**src/shared/eqc_defs.svh**
```systemverilog
// eqc_defs.svh: offsets, field positions, reset values of the event counter
// assumes a 12-bit apb byte address and 32-bit data words
`ifndef EQC_DEFS_SVH
`define EQC_DEFS_SVH
// ----------------------------------------
// register offsets
// ----------------------------------------
`define EQC_OFF_TIMER 12'h000
`define EQC_OFF_MODE 12'h004
`define EQC_OFF_CTRL 12'h008
`define EQC_OFF_STAT 12'h00c
// ----------------------------------------
// mode register field positions
// ----------------------------------------
`define EQC_MB_OP_LO 0
`define EQC_MB_OP_HI 1
`define EQC_MB_PULSE 2
`define EQC_MB_DIRPIN 3
`define EQC_MB_RISE 4
`define EQC_MB_FREE 5
`define EQC_MB_SRCOVF 6
`define EQC_MB_OVFSEL 7
`define EQC_MB_TWO 8
`define EQC_MB_X4 9
`define EQC_MODE_W 10
`define EQC_MODE_EVENT 2'h1
// control register field positions
`define EQC_CB_START 0
`define EQC_CB_UP 1
// ----------------------------------------
// counter limits and reset values
// ----------------------------------------
`define EQC_TOP 16'hffff
`define EQC_BOT 16'h0000
`define EQC_RST_CNT 16'h0000
`define EQC_RST_MODE 10'h000
`define EQC_RST_OEN 1'h1
`endif

```
**src/shared/eqc_pkg.sv**
```systemverilog
// eqc_pkg: types shared by the event counter modules
// assumes eqc_defs.svh for every number
package eqc_pkg;
   // one synchronised pin: level plus one-cycle edge marks
   typedef struct packed {
      logic level;
      logic rise;
      logic fall;
   } eqc_edge_t;

   typedef struct packed {
      eqc_edge_t ev;
      eqc_edge_t aux;
   } eqc_pins_t;

   // decoded mode register
   typedef struct packed {
      logic [1:0] opmode;
      logic pulse_en;
      logic dir_pin;
      logic rise_sel;
      logic free_run;
      logic src_ovf;
      logic ovf_sel;
      logic two_phase;
      logic x4;
   } eqc_mode_t;

   // synchroniser stages, bit 1 event pin, bit 0 aux pin
   typedef struct packed {
      logic [1:0] s1;
      logic [1:0] s2;
      logic [1:0] s3;
   } eqc_sync_t;

   typedef struct packed {
      logic [15:0] cnt;
      logic [15:0] reload;
      logic [9:0] mode;
      logic start;
      logic sw_up;
      logic last_up;
      logic aux_out;
      logic oe_n;
      logic irq;
      logic pready;
      logic pslverr;
      logic [31:0] prdata;
   } eqc_state_t;
endpackage : eqc_pkg

```
**src/hdl/eqc_pin_sync.sv**
```systemverilog
// eqc_pin_sync: two-flop synchronisers and edge marks for both pins
// assumes pins are free-running levels; ce freezes all stages
`timescale 1ns/1ps
module eqc_pin_sync (
   input wire logic pclk,
   input wire logic presetn,
   input wire logic ce,
   input wire logic event_in,
   input wire logic aux_in,
   output eqc_pkg::eqc_pins_t pins
);
   eqc_pkg::eqc_sync_t s;
   eqc_pkg::eqc_sync_t next_s;

   // s1 feeds only s2; edges come from s2 against s3
   always_comb begin
      next_s = s;
      if (ce) begin
         next_s.s1 = {event_in, aux_in};
         next_s.s2 = s.s1;
         next_s.s3 = s.s2;
      end
   end

   always_ff @(posedge pclk or negedge presetn) begin
      if (!presetn) begin
         s <= '0;
      end else begin
         s <= next_s;
      end
   end

   // one mark per edge, so each edge counts once
   assign pins.ev = '{s.s2[1], s.s2[1] & ~s.s3[1], ~s.s2[1] & s.s3[1]};
   assign pins.aux = '{s.s2[0], s.s2[0] & ~s.s3[0], ~s.s2[0] & s.s3[0]};
endmodule : eqc_pin_sync

```
**src/hdl/eqc_quad_dec.sv**
```systemverilog
// eqc_quad_dec: two-phase direction decode from synchronised pins
// assumes edge marks last one cycle
`timescale 1ns/1ps
module eqc_quad_dec (
   input eqc_pkg::eqc_pins_t pins,
   input wire logic x4,
   output logic up,
   output logic dn
);
   // ----------------------------------------
   // decode
   // ----------------------------------------
   // normal: event edges only, while aux is high
   // by four: every edge of both pins, lead decides direction
   always_comb begin
      if (x4) begin
         up = (pins.ev.rise & pins.aux.level) | (pins.ev.fall & ~pins.aux.level) |
              (pins.aux.rise & ~pins.ev.level) | (pins.aux.fall & pins.ev.level);
         dn = (pins.ev.rise & ~pins.aux.level) | (pins.ev.fall & pins.aux.level) |
              (pins.aux.rise & pins.ev.level) | (pins.aux.fall & ~pins.ev.level);
      end else begin
         up = pins.ev.rise & pins.aux.level;
         dn = pins.ev.fall & pins.aux.level;
      end
   end
endmodule : eqc_quad_dec

```
**src/hdl/eqc_counter.sv**
```systemverilog
// eqc_counter: one 16-bit timer channel in event counter mode, apb slave
// assumes apb master on pclk, pins asynchronous to pclk, ovf inputs are pulses
//
// The APB register port and the register addresses were decided locally.
`timescale 1ns/1ps
`include "eqc_defs.svh"
module eqc_counter #(
   parameter int CHAN_IDX = 3
) (
   input wire logic pclk,
   input wire logic presetn,
   input wire logic ce,
   input wire logic psel,
   input wire logic penable,
   input wire logic pwrite,
   input wire logic [11:0] paddr,
   input wire logic [31:0] pwdata,
   input wire logic event_input_pin,
   input wire logic aux_io_pin_in,
   input wire logic second_group_timer_two_ovf,
   input wire logic neighbour_channel_timer_ovf,
   output logic [31:0] prdata,
   output logic pready,
   output logic pslverr,
   output logic aux_io_pin_out,
   output logic aux_io_pin_oe_n,
   output logic irq
);
   // ----------------------------------------
   // channel capability
   // ----------------------------------------
   localparam bit TWO_OK = (CHAN_IDX >= 2);
   localparam bit X4_SEL = (CHAN_IDX == 3);
   localparam bit X4_FIX = (CHAN_IDX == 4);

   function automatic eqc_pkg::eqc_mode_t dec_mode(input logic [9:0] m);
      eqc_pkg::eqc_mode_t d;
      d.opmode = m[`EQC_MB_OP_HI:`EQC_MB_OP_LO];
      d.pulse_en = m[`EQC_MB_PULSE];
      d.dir_pin = m[`EQC_MB_DIRPIN];
      d.rise_sel = m[`EQC_MB_RISE];
      d.free_run = m[`EQC_MB_FREE];
      d.src_ovf = m[`EQC_MB_SRCOVF];
      d.ovf_sel = m[`EQC_MB_OVFSEL];
      d.two_phase = m[`EQC_MB_TWO] & TWO_OK;
      d.x4 = X4_FIX | (X4_SEL & m[`EQC_MB_X4]);
      return d;
   endfunction : dec_mode

   function automatic logic hit(input logic [11:0] a, input logic [11:0] off);
      return a == off;
   endfunction : hit

   eqc_pkg::eqc_state_t s;
   eqc_pkg::eqc_state_t next_s;
   eqc_pkg::eqc_mode_t cfg;
   eqc_pkg::eqc_mode_t next_cfg;
   eqc_pkg::eqc_pins_t pins;
   logic q_up;
   logic q_dn;
   logic run;
   logic src_hit;
   logic dir_up;
   logic step_up;
   logic step_dn;
   logic at_top;
   logic at_bot;
   logic wrap;
   logic setup;
   logic access;
   logic wr_tmr;
   logic mapped;
   logic [31:0] rd_mux;

   // ----------------------------------------
   // pin front end
   // ----------------------------------------
   eqc_pin_sync eqc_pin_sync_inst (
      .pclk(pclk),
      .presetn(presetn),
      .ce(ce),
      .event_in(event_input_pin),
      .aux_in(aux_io_pin_in),
      .pins(pins)
   );

   eqc_quad_dec eqc_quad_dec_inst (
      .pins(pins),
      .x4(cfg.x4),
      .up(q_up),
      .dn(q_dn)
   );

   // ----------------------------------------
   // count decision
   // ----------------------------------------
   // other modes of the timer are not built, so the counter idles there
   always_comb begin
      cfg = dec_mode(s.mode);
      run = s.start & (cfg.opmode == `EQC_MODE_EVENT);
      src_hit = cfg.src_ovf ?
                (cfg.ovf_sel ? neighbour_channel_timer_ovf : second_group_timer_two_ovf) :
                (cfg.rise_sel ? pins.ev.rise : pins.ev.fall);
      dir_up = cfg.dir_pin ? pins.aux.level : s.sw_up;
      step_up = ce & run & (cfg.two_phase ? q_up : src_hit & dir_up);
      step_dn = ce & run & (cfg.two_phase ? q_dn : src_hit & ~dir_up);
      at_top = s.cnt == `EQC_TOP;
      at_bot = s.cnt == `EQC_BOT;
      wrap = (step_up & at_top) | (step_dn & at_bot);
   end

   // ----------------------------------------
   // apb decode
   // ----------------------------------------
   // no wait state: read data is sampled in setup, pready is high for access
   always_comb begin
      setup = psel & ~penable;
      access = ce & psel & penable & s.pready;
      wr_tmr = access & pwrite & hit(paddr, `EQC_OFF_TIMER);
      mapped = hit(paddr, `EQC_OFF_TIMER) | hit(paddr, `EQC_OFF_MODE) |
               hit(paddr, `EQC_OFF_CTRL) | hit(paddr, `EQC_OFF_STAT);
      rd_mux = 32'h0000_0000;
      if (hit(paddr, `EQC_OFF_TIMER)) begin
         rd_mux[15:0] = s.cnt;
      end
      if (hit(paddr, `EQC_OFF_MODE)) begin
         rd_mux[9:0] = s.mode;
      end
      if (hit(paddr, `EQC_OFF_CTRL)) begin
         rd_mux[1:0] = {s.sw_up, s.start};
      end
      if (hit(paddr, `EQC_OFF_STAT)) begin
         rd_mux[2:0] = {run, s.last_up, s.aux_out};
      end
   end

   // ----------------------------------------
   // next state
   // ----------------------------------------
   always_comb begin
      next_s = s;
      next_cfg = cfg;
      if (ce) begin
         next_s.irq = wrap;
         if (step_up) begin
            next_s.last_up = 1'b1;
            if (at_top) begin
               next_s.cnt = cfg.free_run ? `EQC_BOT : s.reload;
            end else begin
               next_s.cnt = s.cnt + 16'h0001;
            end
         end
         if (step_dn) begin
            next_s.last_up = 1'b0;
            if (at_bot) begin
               next_s.cnt = cfg.free_run ? `EQC_TOP : s.reload;
            end else begin
               next_s.cnt = s.cnt - 16'h0001;
            end
         end
         if (wrap & cfg.pulse_en) begin
            next_s.aux_out = ~s.aux_out;
         end
         // register writes take effect at the access edge only
         if (access & pwrite) begin
            if (wr_tmr) begin
               next_s.reload = pwdata[15:0];
               if (!s.start) begin
                  next_s.cnt = pwdata[15:0];
               end
            end
            if (hit(paddr, `EQC_OFF_MODE)) begin
               next_s.mode = pwdata[`EQC_MODE_W-1:0];
            end
            if (hit(paddr, `EQC_OFF_CTRL)) begin
               next_s.start = pwdata[`EQC_CB_START];
               next_s.sw_up = pwdata[`EQC_CB_UP];
            end
         end
         // aux drives only as pulse output; otherwise it is left to the port
         next_cfg = dec_mode(next_s.mode);
         next_s.oe_n = ~(next_cfg.pulse_en & ~next_cfg.two_phase & ~next_cfg.dir_pin);
         next_s.pready = setup;
         next_s.pslverr = setup & ~mapped;
         if (setup) begin
            next_s.prdata = pwrite ? 32'h0000_0000 : rd_mux;
         end
      end
   end

   always_ff @(posedge pclk or negedge presetn) begin
      if (!presetn) begin
         s <= '0;
         s.cnt <= `EQC_RST_CNT;
         s.mode <= `EQC_RST_MODE;
         s.oe_n <= `EQC_RST_OEN;
      end else begin
         s <= next_s;
      end
   end

   // outputs straight from the state flops
   assign prdata = s.prdata;
   assign pready = s.pready;
   assign pslverr = s.pslverr;
   assign aux_io_pin_out = s.aux_out;
   assign aux_io_pin_oe_n = s.oe_n;
   assign irq = s.irq;

   // ----------------------------------------
   // checks
   // ----------------------------------------
   logic hold_c;
   logic up_rl_c;
   logic free_up_c;
   logic wr_stop_c;
   logic wr_run_c;
   logic rd_tmr_c;
   logic norm_up_c;
   logic dirpin_up_c;
   logic dirpin_dn_c;
   logic dn_rl_c;
   logic x4_up_c;
   logic x4_dn_c;
   always_comb begin
      hold_c = ce & ~run & ~wr_tmr;
      up_rl_c = step_up & at_top & ~cfg.free_run & ~wr_tmr;
      free_up_c = step_up & at_top & cfg.free_run & ~wr_tmr;
      wr_stop_c = wr_tmr & ~s.start;
      wr_run_c = wr_tmr & s.start;
      rd_tmr_c = ce & setup & ~pwrite & hit(paddr, `EQC_OFF_TIMER);
      norm_up_c = ce & run & cfg.two_phase & ~cfg.x4 & pins.ev.rise &
                  pins.aux.level & ~at_top & ~wr_tmr;
      dirpin_up_c = ce & run & ~cfg.two_phase & cfg.dir_pin & src_hit &
                    pins.aux.level & ~at_top & ~wr_tmr;
      dirpin_dn_c = ce & run & ~cfg.two_phase & cfg.dir_pin & src_hit &
                    ~pins.aux.level & ~at_bot & ~wr_tmr;
      dn_rl_c = step_dn & at_bot & ~cfg.free_run & ~wr_tmr;
      // by four, judged from the pins alone: aux rising edge with event steady
      x4_up_c = ce & run & cfg.two_phase & cfg.x4 & pins.aux.rise & ~pins.ev.level &
                ~pins.ev.rise & ~pins.ev.fall & ~at_top & ~wr_tmr;
      x4_dn_c = ce & run & cfg.two_phase & cfg.x4 & pins.aux.rise & pins.ev.level &
                ~pins.ev.rise & ~pins.ev.fall & ~at_bot & ~wr_tmr;
   end
endmodule : eqc_counter

```
**config.mk**
```make
export PLATFORM = sky130hd
export DESIGN_NAME = eqc_counter
export DESIGN_NICKNAME = d
export VERILOG_FILES = /design/src/shared/eqc_pkg.sv /design/src/hdl/eqc_pin_sync.sv /design/src/hdl/eqc_quad_dec.sv /design/src/hdl/eqc_counter.sv
export VERILOG_INCLUDE_DIRS = /design/src /design/src/shared
export SDC_FILE = /design/constraint.sdc
export NUM_CORES = 1
export LEC_CHECK = 0
export BUFFER_PORTS_ARGS = -buffer_cell sky130_fd_sc_hd__buf_2
export CAP_MARGIN = 10
export CORE_AREA = 2 2 108 110
export CTS_BUF_LIST = sky130_fd_sc_hd__clkbuf_16
export DETAILED_ROUTE_END_ITERATION = 6
export DIE_AREA = 0 0 110 112
export PLACE_DENSITY = 0.75
export SLEW_MARGIN = 20
export SYNTH_ARGS = -nofsm -noshare
export SYNTH_HDL_FRONTEND = slang
export SYNTH_SLANG_ARGS = --single-unit
```
**constraint.sdc**
```tcl
create_clock -name pclk -period 3.1 [get_ports pclk]
set_clock_uncertainty 0.05 [all_clocks]
set_input_delay 0.465 -clock pclk [delete_from_list [all_inputs] [get_ports pclk]]
set_output_delay 0.465 -clock pclk [all_outputs]
set_load 0.01 [all_outputs]
```
==> run_results.csv, run 1 <==
group,metric,value,unit
clock_tree,cts_resized,0,
yosys,async_flop_share,1.00,
die,dieArea,12300,µm²
detailed_routing,viasPerCell,6.00,
clock_tree,clock_latency,0.34,ns
detailed_routing,drc_errors,0,
clock_tree,post_cts_buffers,0,
yosys,yosys.area.top_type_share,0.379,
yosys,synth_common_cells,"dfrtp_1 (71), mux2_2 (34), nand2_1 (33), buf_4 (32), a21oi_1 (28)",
sta,fmax,390,MHz
layout,instances_no_fill,669,
power,leakage,2.29,nW
die,rows,39,
global_routing,use_met2,0.332,
yosys,syn-instance-count,498,
yosys,ys_top_cells_by_area,"dfrtp_1 (38%), mux2_2 (8.2%), buf_4 (5.1%), a21oi_1 (3.0%), nand2_1 (2.6%)",
power,swShare,0.249,
detailed_routing,drtIter0Drc,257,
yosys,synth.distinct_cells,65,
critical_path,arrival,2.75,ns
die,initial_core_util,0.420,
clock_tree,cts_tree,"yes",
global_routing,grt_max_degree,73,
place,dp_hpwl,8610,µm
place,place_inst,654,
yosys,syn_area,4690,µm²
critical_path,reg2reg_depth,7,
sta,finalCritPeriodShare,0.826,
die,die_height,112,µm
layout,area_growth_syn_to_layout,10.8,%
detailed_routing,wl_per_cell,18.4,µm
power,cellPowerDensity,425,nW/µm²
yosys,synth_area_leader_cell,"dfrtp_1",
layout,drive_above_1_share,0.257,
layout,fin_nets,579,
critical_path,worstSetupStartpoint,"eqc_pin_sync_inst.pins[5]$_DFFE_PN0P_",
critical_path,cp_num_buf_inv,1,
detailed_routing,first_pass_iters,5,
power,ir_drop,222,µV
sta,rsz0062_at_grt,"false",
hold_path,holdCritPathClass,"input port to asynchronous set/reset pin",
yosys,yosysSeqAreaShare,0.385,
sta,setup_tns,0,ns
power,clock_power_share,0.458,
critical_path,cp-start-kind,"register",
critical_path,crit_type,"register to register",
critical_path,cp_cell_sequence,"nor4b_1 > a211oi_1 > or4_1 > nand2_1 > buf_4 > a21oi_1 > a221oi_1",
detailed_routing,vias,4017,
power,combPwrFrac,0.089,
place,place_congestion,0.923,
critical_path,end_kind,"register",
critical_path,r2r_end,"s[81]$_DFFE_PN0P_",
global_routing,grt_pass1_wl,20100,µm
sta,maxSlewHeadroom,0.387,
yosys,synth_warnings,0,
die,num_io_pins,91,
clock_tree,clockRootBuffer,"clkbuf_16",
global_routing,antenna_found_initial,0,
sta,slew_violations,0,
sta,final-hold-violation-count,0,
clock_tree,path_clk_slew,0.06,ns
sta,tightestPinTransition,0.919,ns
critical_path,cpPeakStageDelay,0.46,ns
layout,diodes,0,
detailed_routing,drtAntennaViolNets,0,
clock_tree,cts.path.max_buffers,2,
yosys,ys_ff_latch,72,
critical_path,cp.depth,7,
status,outcome,"finished, final reports clean",
clock_tree,htree_levels,3,
power,seq_power_share,0.452,
critical_path,crit_family,"simple AND/OR/NAND/NOR gates",
place,io_buffers,58,
yosys,ys.flop_type,"dfrtp_1",
detailed_routing,routed_wl,12300,µm
clock_tree,clkSinkCount,72,
clock_tree,cts-buffers-inserted,9,
die,core-area,11200,µm²
critical_path,path_max_fanout,11,
global_routing,grtUsageMet3,0.0410,
critical_path,crit_required,3.29,ns
global_routing,first_global_vias,3949,
yosys,post-synth-top-count-cell,"dfrtp_1",
global_routing,track_usage,0.212,
critical_path,r2r-start,"eqc_pin_sync_inst.pins[5]$_DFFE_PN0P_",
clock_tree,cts_hold_buf,0,
global_routing,grt-ovfl-total,0,
die,dieWidth,110,µm
power,intPower,1.66,mW
run,maxCapViolCount,0,
sta,finalSetupViolCount,0,
global_routing,met1_usage,0.277,
power,power.switching,549,µW
global_routing,grt_most_used_layer,"met2",
critical_path,ff2ff_setup_slack,0.54,ns
sta,fin_crit,2.56,ns
critical_path,cp-endpoint,"s[81]$_DFFE_PN0P_",
critical_path,slowest_stage,"dfrtp_1",
yosys,synth-edff-count,0,
yosys,syn_avg_cell_area,9.41,µm²
[metrics by stage]
step           setup WS (ns)  total power [mW]  utilization  instance area [µm²]  hold slack, ns
2_1_floorplan          0.775              1.14            -                 4740           0.119
3_3_place_gp           0.518              1.20        0.439                 4910           0.407
3_5_place_dp           0.423              1.21        0.439                 4910           0.418
4_1_cts                0.544              2.23        0.465                 5200           0.299
5_1_grt                0.364              2.30        0.465                 5200           0.304
6_report               0.538              2.21        0.465                 5200           0.277
[state kept, by name, summed over array words and instances (netlist names)]
| name | cells |
|---|---|
| s | 35 |
| prdata | 16 |
| cfg | 10 |
| eqc_pin_sync_inst.s | 4 |
| eqc_pin_sync_inst.pins | 2 |
| aux_io_pin_oe_n | 1 |
| aux_io_pin_out | 1 |
| irq | 1 |
| pready | 1 |
| pslverr | 1 |
[layer usage]
metal / vias to the layer above / part of all wire
met5: - / 0
met4: 0 / 0.033
met3: 33 / 0.069
met2: 172 / 0.48
met1: 1965 / 0.42
li1: 1847 / -
[area by class of cell]
cell class	count	area, µm²
Fill cell	1073	5980
Multi-Input combinational cell	353	2460
Sequential cell	72	1800
Timing Repair Buffer	73	415
Clock buffer	9	225
Tap cell	143	179
Clock inverter	6	61.3
Inverter	13	48.8
[how the worst min path moves through the flow]
stage / from / endpoint / slack [ns] / depth (start not counted)
final: presetn / prdata[2]$_DFFE_PN0P_ / 0.28 / 2
after global routing: event_input_pin / eqc_pin_sync_inst.s[5]$_DFFE_PN0P_ / 0.30 / 2
after CTS: event_input_pin / eqc_pin_sync_inst.s[5]$_DFFE_PN0P_ / 0.30 / 2
after detailed placement: prdata[3]$_DFFE_PN0P_ / prdata[3]$_DFFE_PN0P_ / 0.42 / 2
after global placement: prdata[1]$_DFFE_PN0P_ / prdata[1]$_DFFE_PN0P_ / 0.41 / 2
after floorplan: presetn / aux_io_pin_out$_DFFE_PN0P_ / 0.12 / 0
[power groups by stage]
stage | clock network (mW) | registers (mW) | logic, mW
after detailed placement | 0 | 1.01 | 0.197
after floorplan | 0 | 0.989 | 0.152
after global placement | 0 | 1.01 | 0.191
final | 1.01 | 0.999 | 0.197
after CTS | 1.03 | 0.998 | 0.199
after global routing | 1.08 | 1.00 | 0.219
[cell families after synthesis]
logic type	Yosys count	synth area share
AOI/OAI and AO/OA	123	0.179
xor gates and xnor gates	13	0.0243
adders and majority gates	3	0.00801
buffers and inverters	88	0.105
DFF	72	0.385
muxes	48	0.117
other	1	0.000800
and+or+nand+nor	150	0.182
[cells in the final DEF, fill, tap and decap left out, types with 4 or more instances in the layout]
master and n:
buf_2 58, nand2_1 33, dfrtp_1 71, and3_1 5, nor4b_1 4, a211oi_1 4, a31oi_1 13, inv_1 12
a22o_1 7, mux2_2 34, conb_1 16, nor2_1 25, and4_1 4, o31ai_1 6, or3_1 4, o21ai_0 23
buf_4 14, nand3_1 15, a21oi_1 28, nand2b_1 5, o311ai_0 4, a22oi_1 5, mux2i_1 12, nor3_1 20
clkbuf_16 9, xor2_1 5, nand4_1 5, xnor2_1 8
(Power assumes the default switching activity.)
==> run 2, diff against run 1 <==
Settings changed: ABC_AREA from default to 1, CORE_AREA 2 2 108 110 to 2 2 115 117, DIE_AREA 0 0 110 112 to 0 0 117 119, PLACE_DENSITY 0.75 to 0.74.
Clock period 3.1 ns to 2.65 ns, I/O delays scaled along.
==> run_results.csv, run 2 <==
group,metric,value,unit
status,outcome,"finished, final reports clean",
power,intPower,2.13,mW
critical_path,end_kind,"register",
yosys,synth_compound_area_frac,0.120,
power,power.switching,1.09,mW
critical_path,crit_type,"register to register",
power,combPwrFrac,0.232,
sta,maxSlewHeadroom,0.412,
clock_tree,clock_latency,0.35,ns
layout,layout_commonest_cell,"nand2_1",
clock_tree,cts_hold_buf,0,
yosys,synth_area_leader_cell,"dfrtp_1",
detailed_routing,route.met2.wl,6550,µm
yosys,synth-adder-area-share,0.00706,
yosys,muxShareOfSynthArea,0,
yosys,synth_warnings,0,
detailed_routing,drtIter0Drc,487,
sta,fmax,463,MHz
sta,whs,0.116,ns
power,swShare,0.337,
die,dieWidth,117,µm
yosys,syn_area,5320,µm²
clock_tree,clkSinkCount,72,
layout,diodes,0,
sta,finalSetupViolCount,0,
place,io_buffers,58,
yosys,yosys.area_share.simple,0.368,
layout,drive_above_1_share,0.146,
yosys,synth.distinct_cells,41,
yosys,syn_avg_cell_area,6.54,µm²
detailed_routing,vias,5201,
die,dieArea,13900,µm²
power,ir_drop,297,µV
detailed_routing,drtAntennaViolNets,0,
global_routing,grt-ovfl-total,0,
detailed_routing,routed_wl,14700,µm
clock_tree,path_clk_slew,0.06,ns
yosys,ys.flop_type,"dfrtp_1",
yosys,ys_ff_latch,72,
detailed_routing,wl_met1,6660,µm
layout,mostFrequentLayoutCells,"nand2_1 (291), nor2_1 (80), dfrtp_1 (71)",
sta,fin_crit,2.16,ns
detailed_routing,drc_errors,0,
yosys,synth-xor-area-share,0.0214,
critical_path,crit_required,2.84,ns
sta,final-hold-violation-count,0,
detailed_routing,viasPerCell,5.06,
layout,fill_cells,1347,
sta,finalCritPeriodShare,0.816,
yosys,synth-edff-count,0,
sta,setup_tns,0,ns
place,place_congestion,0.926,
die,num_io_pins,91,
yosys,yosysSeqAreaShare,0.339,
hold_path,holdCritPathClass,"input port to asynchronous set/reset pin",
clock_tree,cts.path.max_buffers,2,
clock_tree,post_cts_buffers,0,
layout,largest-register,"s",
die,rows,42,
die,die_height,119,µm
clock_tree,cts_resized,0,
yosys,syn-instance-count,813,
detailed_routing,wl_per_cell,14.3,µm
global_routing,grt_pass1_wl,24600,µm
critical_path,arrival,2.35,ns
sta,tightestPinTransition,0.881,ns
clock_tree,cts-buffers-inserted,9,
power,clock_power_share,0.382,
clock_tree,cts_tree,"yes",
global_routing,track_usage,0.225,
global_routing,antenna_found_initial,0,
sta,slew_violations,0,
critical_path,ff2ff_setup_slack,0.49,ns
run,maxCapViolCount,0,
layout,fin_nets,904,
detailed_routing,dr_wl_met3,1110,µm
yosys,synth_top_family_by_area,"simple AND/OR/NAND/NOR gates",
critical_path,path_max_fanout,15,
clock_tree,clockRootBuffer,"clkbuf_16",
power,leakage,3.21,nW
global_routing,grt_max_degree,38,
layout,largest_reg_flops,35,
detailed_routing,dr.max_layer_used,"met4",
power,seq_power_share,0.385,
detailed_routing,first_pass_iters,5,
power,cellPowerDensity,550,nW/µm²
sta,rsz0062_at_grt,"false",
yosys,ys_top_cells_by_area,"dfrtp_1 (33%), nand2_1 (21%), buf_4 (5.6%), nor2_1 (5.6%), nand3_1 (5.6%)",
place,dp_hpwl,10800,µm
yosys,synth_common_cells,"nand2_1 (291), nor2_1 (80), dfrtp_1 (71), inv_1 (69), nand3_1 (59)",
critical_path,cp-start-kind,"register",
yosys,async_flop_share,1.00,
global_routing,first_global_vias,4982,
die,initial_core_util,0.413,
yosys,yosys.area.top_type_share,0.334,
layout,area_growth_syn_to_layout,10.2,%
clock_tree,htree_levels,3,
die,core-area,12900,µm²
yosys,post-synth-top-count-cell,"nand2_1",
run 2: cell count changes in the layout (fill, tap and decap cells not counted), sizes merged, moves of 7 or more:
| cell | change |
|---|---|
| nand2 | +263 |
| inv | +66 |
| nor2 | +66 |
| nand3 | +45 |
| mux2 | -34 |
| o21ai | +33 |
| nor3 | -16 |
| mux2i | -12 |
| xnor2 | -8 |
| xor2 | +8 |
| a21oi | +7 |
| a31oi | -7 |
run 2: power by group through the flow:
stage | logic (mW) | clock network [mW] | registers [mW]
after detailed placement | 0.739 | 0 | 1.26
after global placement | 0.731 | 0 | 1.25
after CTS | 0.744 | 1.24 | 1.24
after global routing | 0.874 | 1.30 | 1.25
after floorplan | 0.621 | 0 | 1.21
final | 0.748 | 1.23 | 1.24
run 2: final cells by class:
| cell class | instances | area (µm²) | area share |
|---|---|---|---|
| flip-flops and latches | 72 | 1800 | 0.308 |
| clock buffers | 9 | 225 | 0.0385 |
| well taps | 176 | 220 | 0.0376 |
| clock inverters | 7 | 72.6 | 0.0124 |
| inverters | 80 | 303 | 0.0517 |
| multi-input cells | 609 | 2800 | 0.479 |
| repair buffers | 75 | 430 | 0.0735 |
run 2: cell families after synthesis:
family | after synthesis
simple gates | 464
buf+inv | 147
compound gates | 113
flops | 72
xor+xnor | 13
fa+ha+maj | 3
other cells | 1
run 2: worst paths after layout:
path | startpoint | to | depth (start not counted)
setup / recovery | s[66]$_DFFE_PN0P_ | s[69]$_DFFE_PN0P_ | 13
hold / removal | presetn | eqc_pin_sync_inst.s[4]$_DFFE_PN0P_ | 1
setup reg to reg | s[66]$_DFFE_PN0P_ | s[69]$_DFFE_PN0P_ | 13
max in group asynchronous | presetn | s[78]$_DFFE_PN0P_ | 2
hold reg to reg | eqc_pin_sync_inst.s[5]$_DFFE_PN0P_ | eqc_pin_sync_inst.s[5]$_DFFE_PN0P_ | 2
min in group pclk | event_input_pin | eqc_pin_sync_inst.s[5]$_DFFE_PN0P_ | 3
run 2: metal layers:
metal  vias to the layer above  global-route usage
met3                        25              0.0417
met5                         -                   0
met4                         0              0.0853
met2                       182               0.342
li1                       2591                   -
met1                      2403               0.318
run 2: critical path, cell delays in order, from the launching register on:
cell,delay (ns)
dfrtp_1,0.41
inv_1,0.23
ha_1,0.24
nand2_1,0.06
nor2_1,0.10
nand2_1,0.36
nand2_1,0.18
o21ai_0,0.09
nand2_1,0.09
nand2_1,0.04
inv_1,0.05
nand2_1,0.05
nand2_1,0.05
nand2_1,0.04
run 2: per-stage QoR:
step                      std cells  power [mW]  area (µm²)  setup WS, ns   util
final                          1028        3.22        5860         0.488  0.455
after floorplan                 828        1.83        5370         0.874      -
after global placement         1012        1.98        5560         0.519  0.432
after detailed placement       1012        2.00        5560         0.517  0.432
after CTS                      1028        3.22        5860         0.500  0.455
after global routing           1028        3.42        5860         0.197  0.455
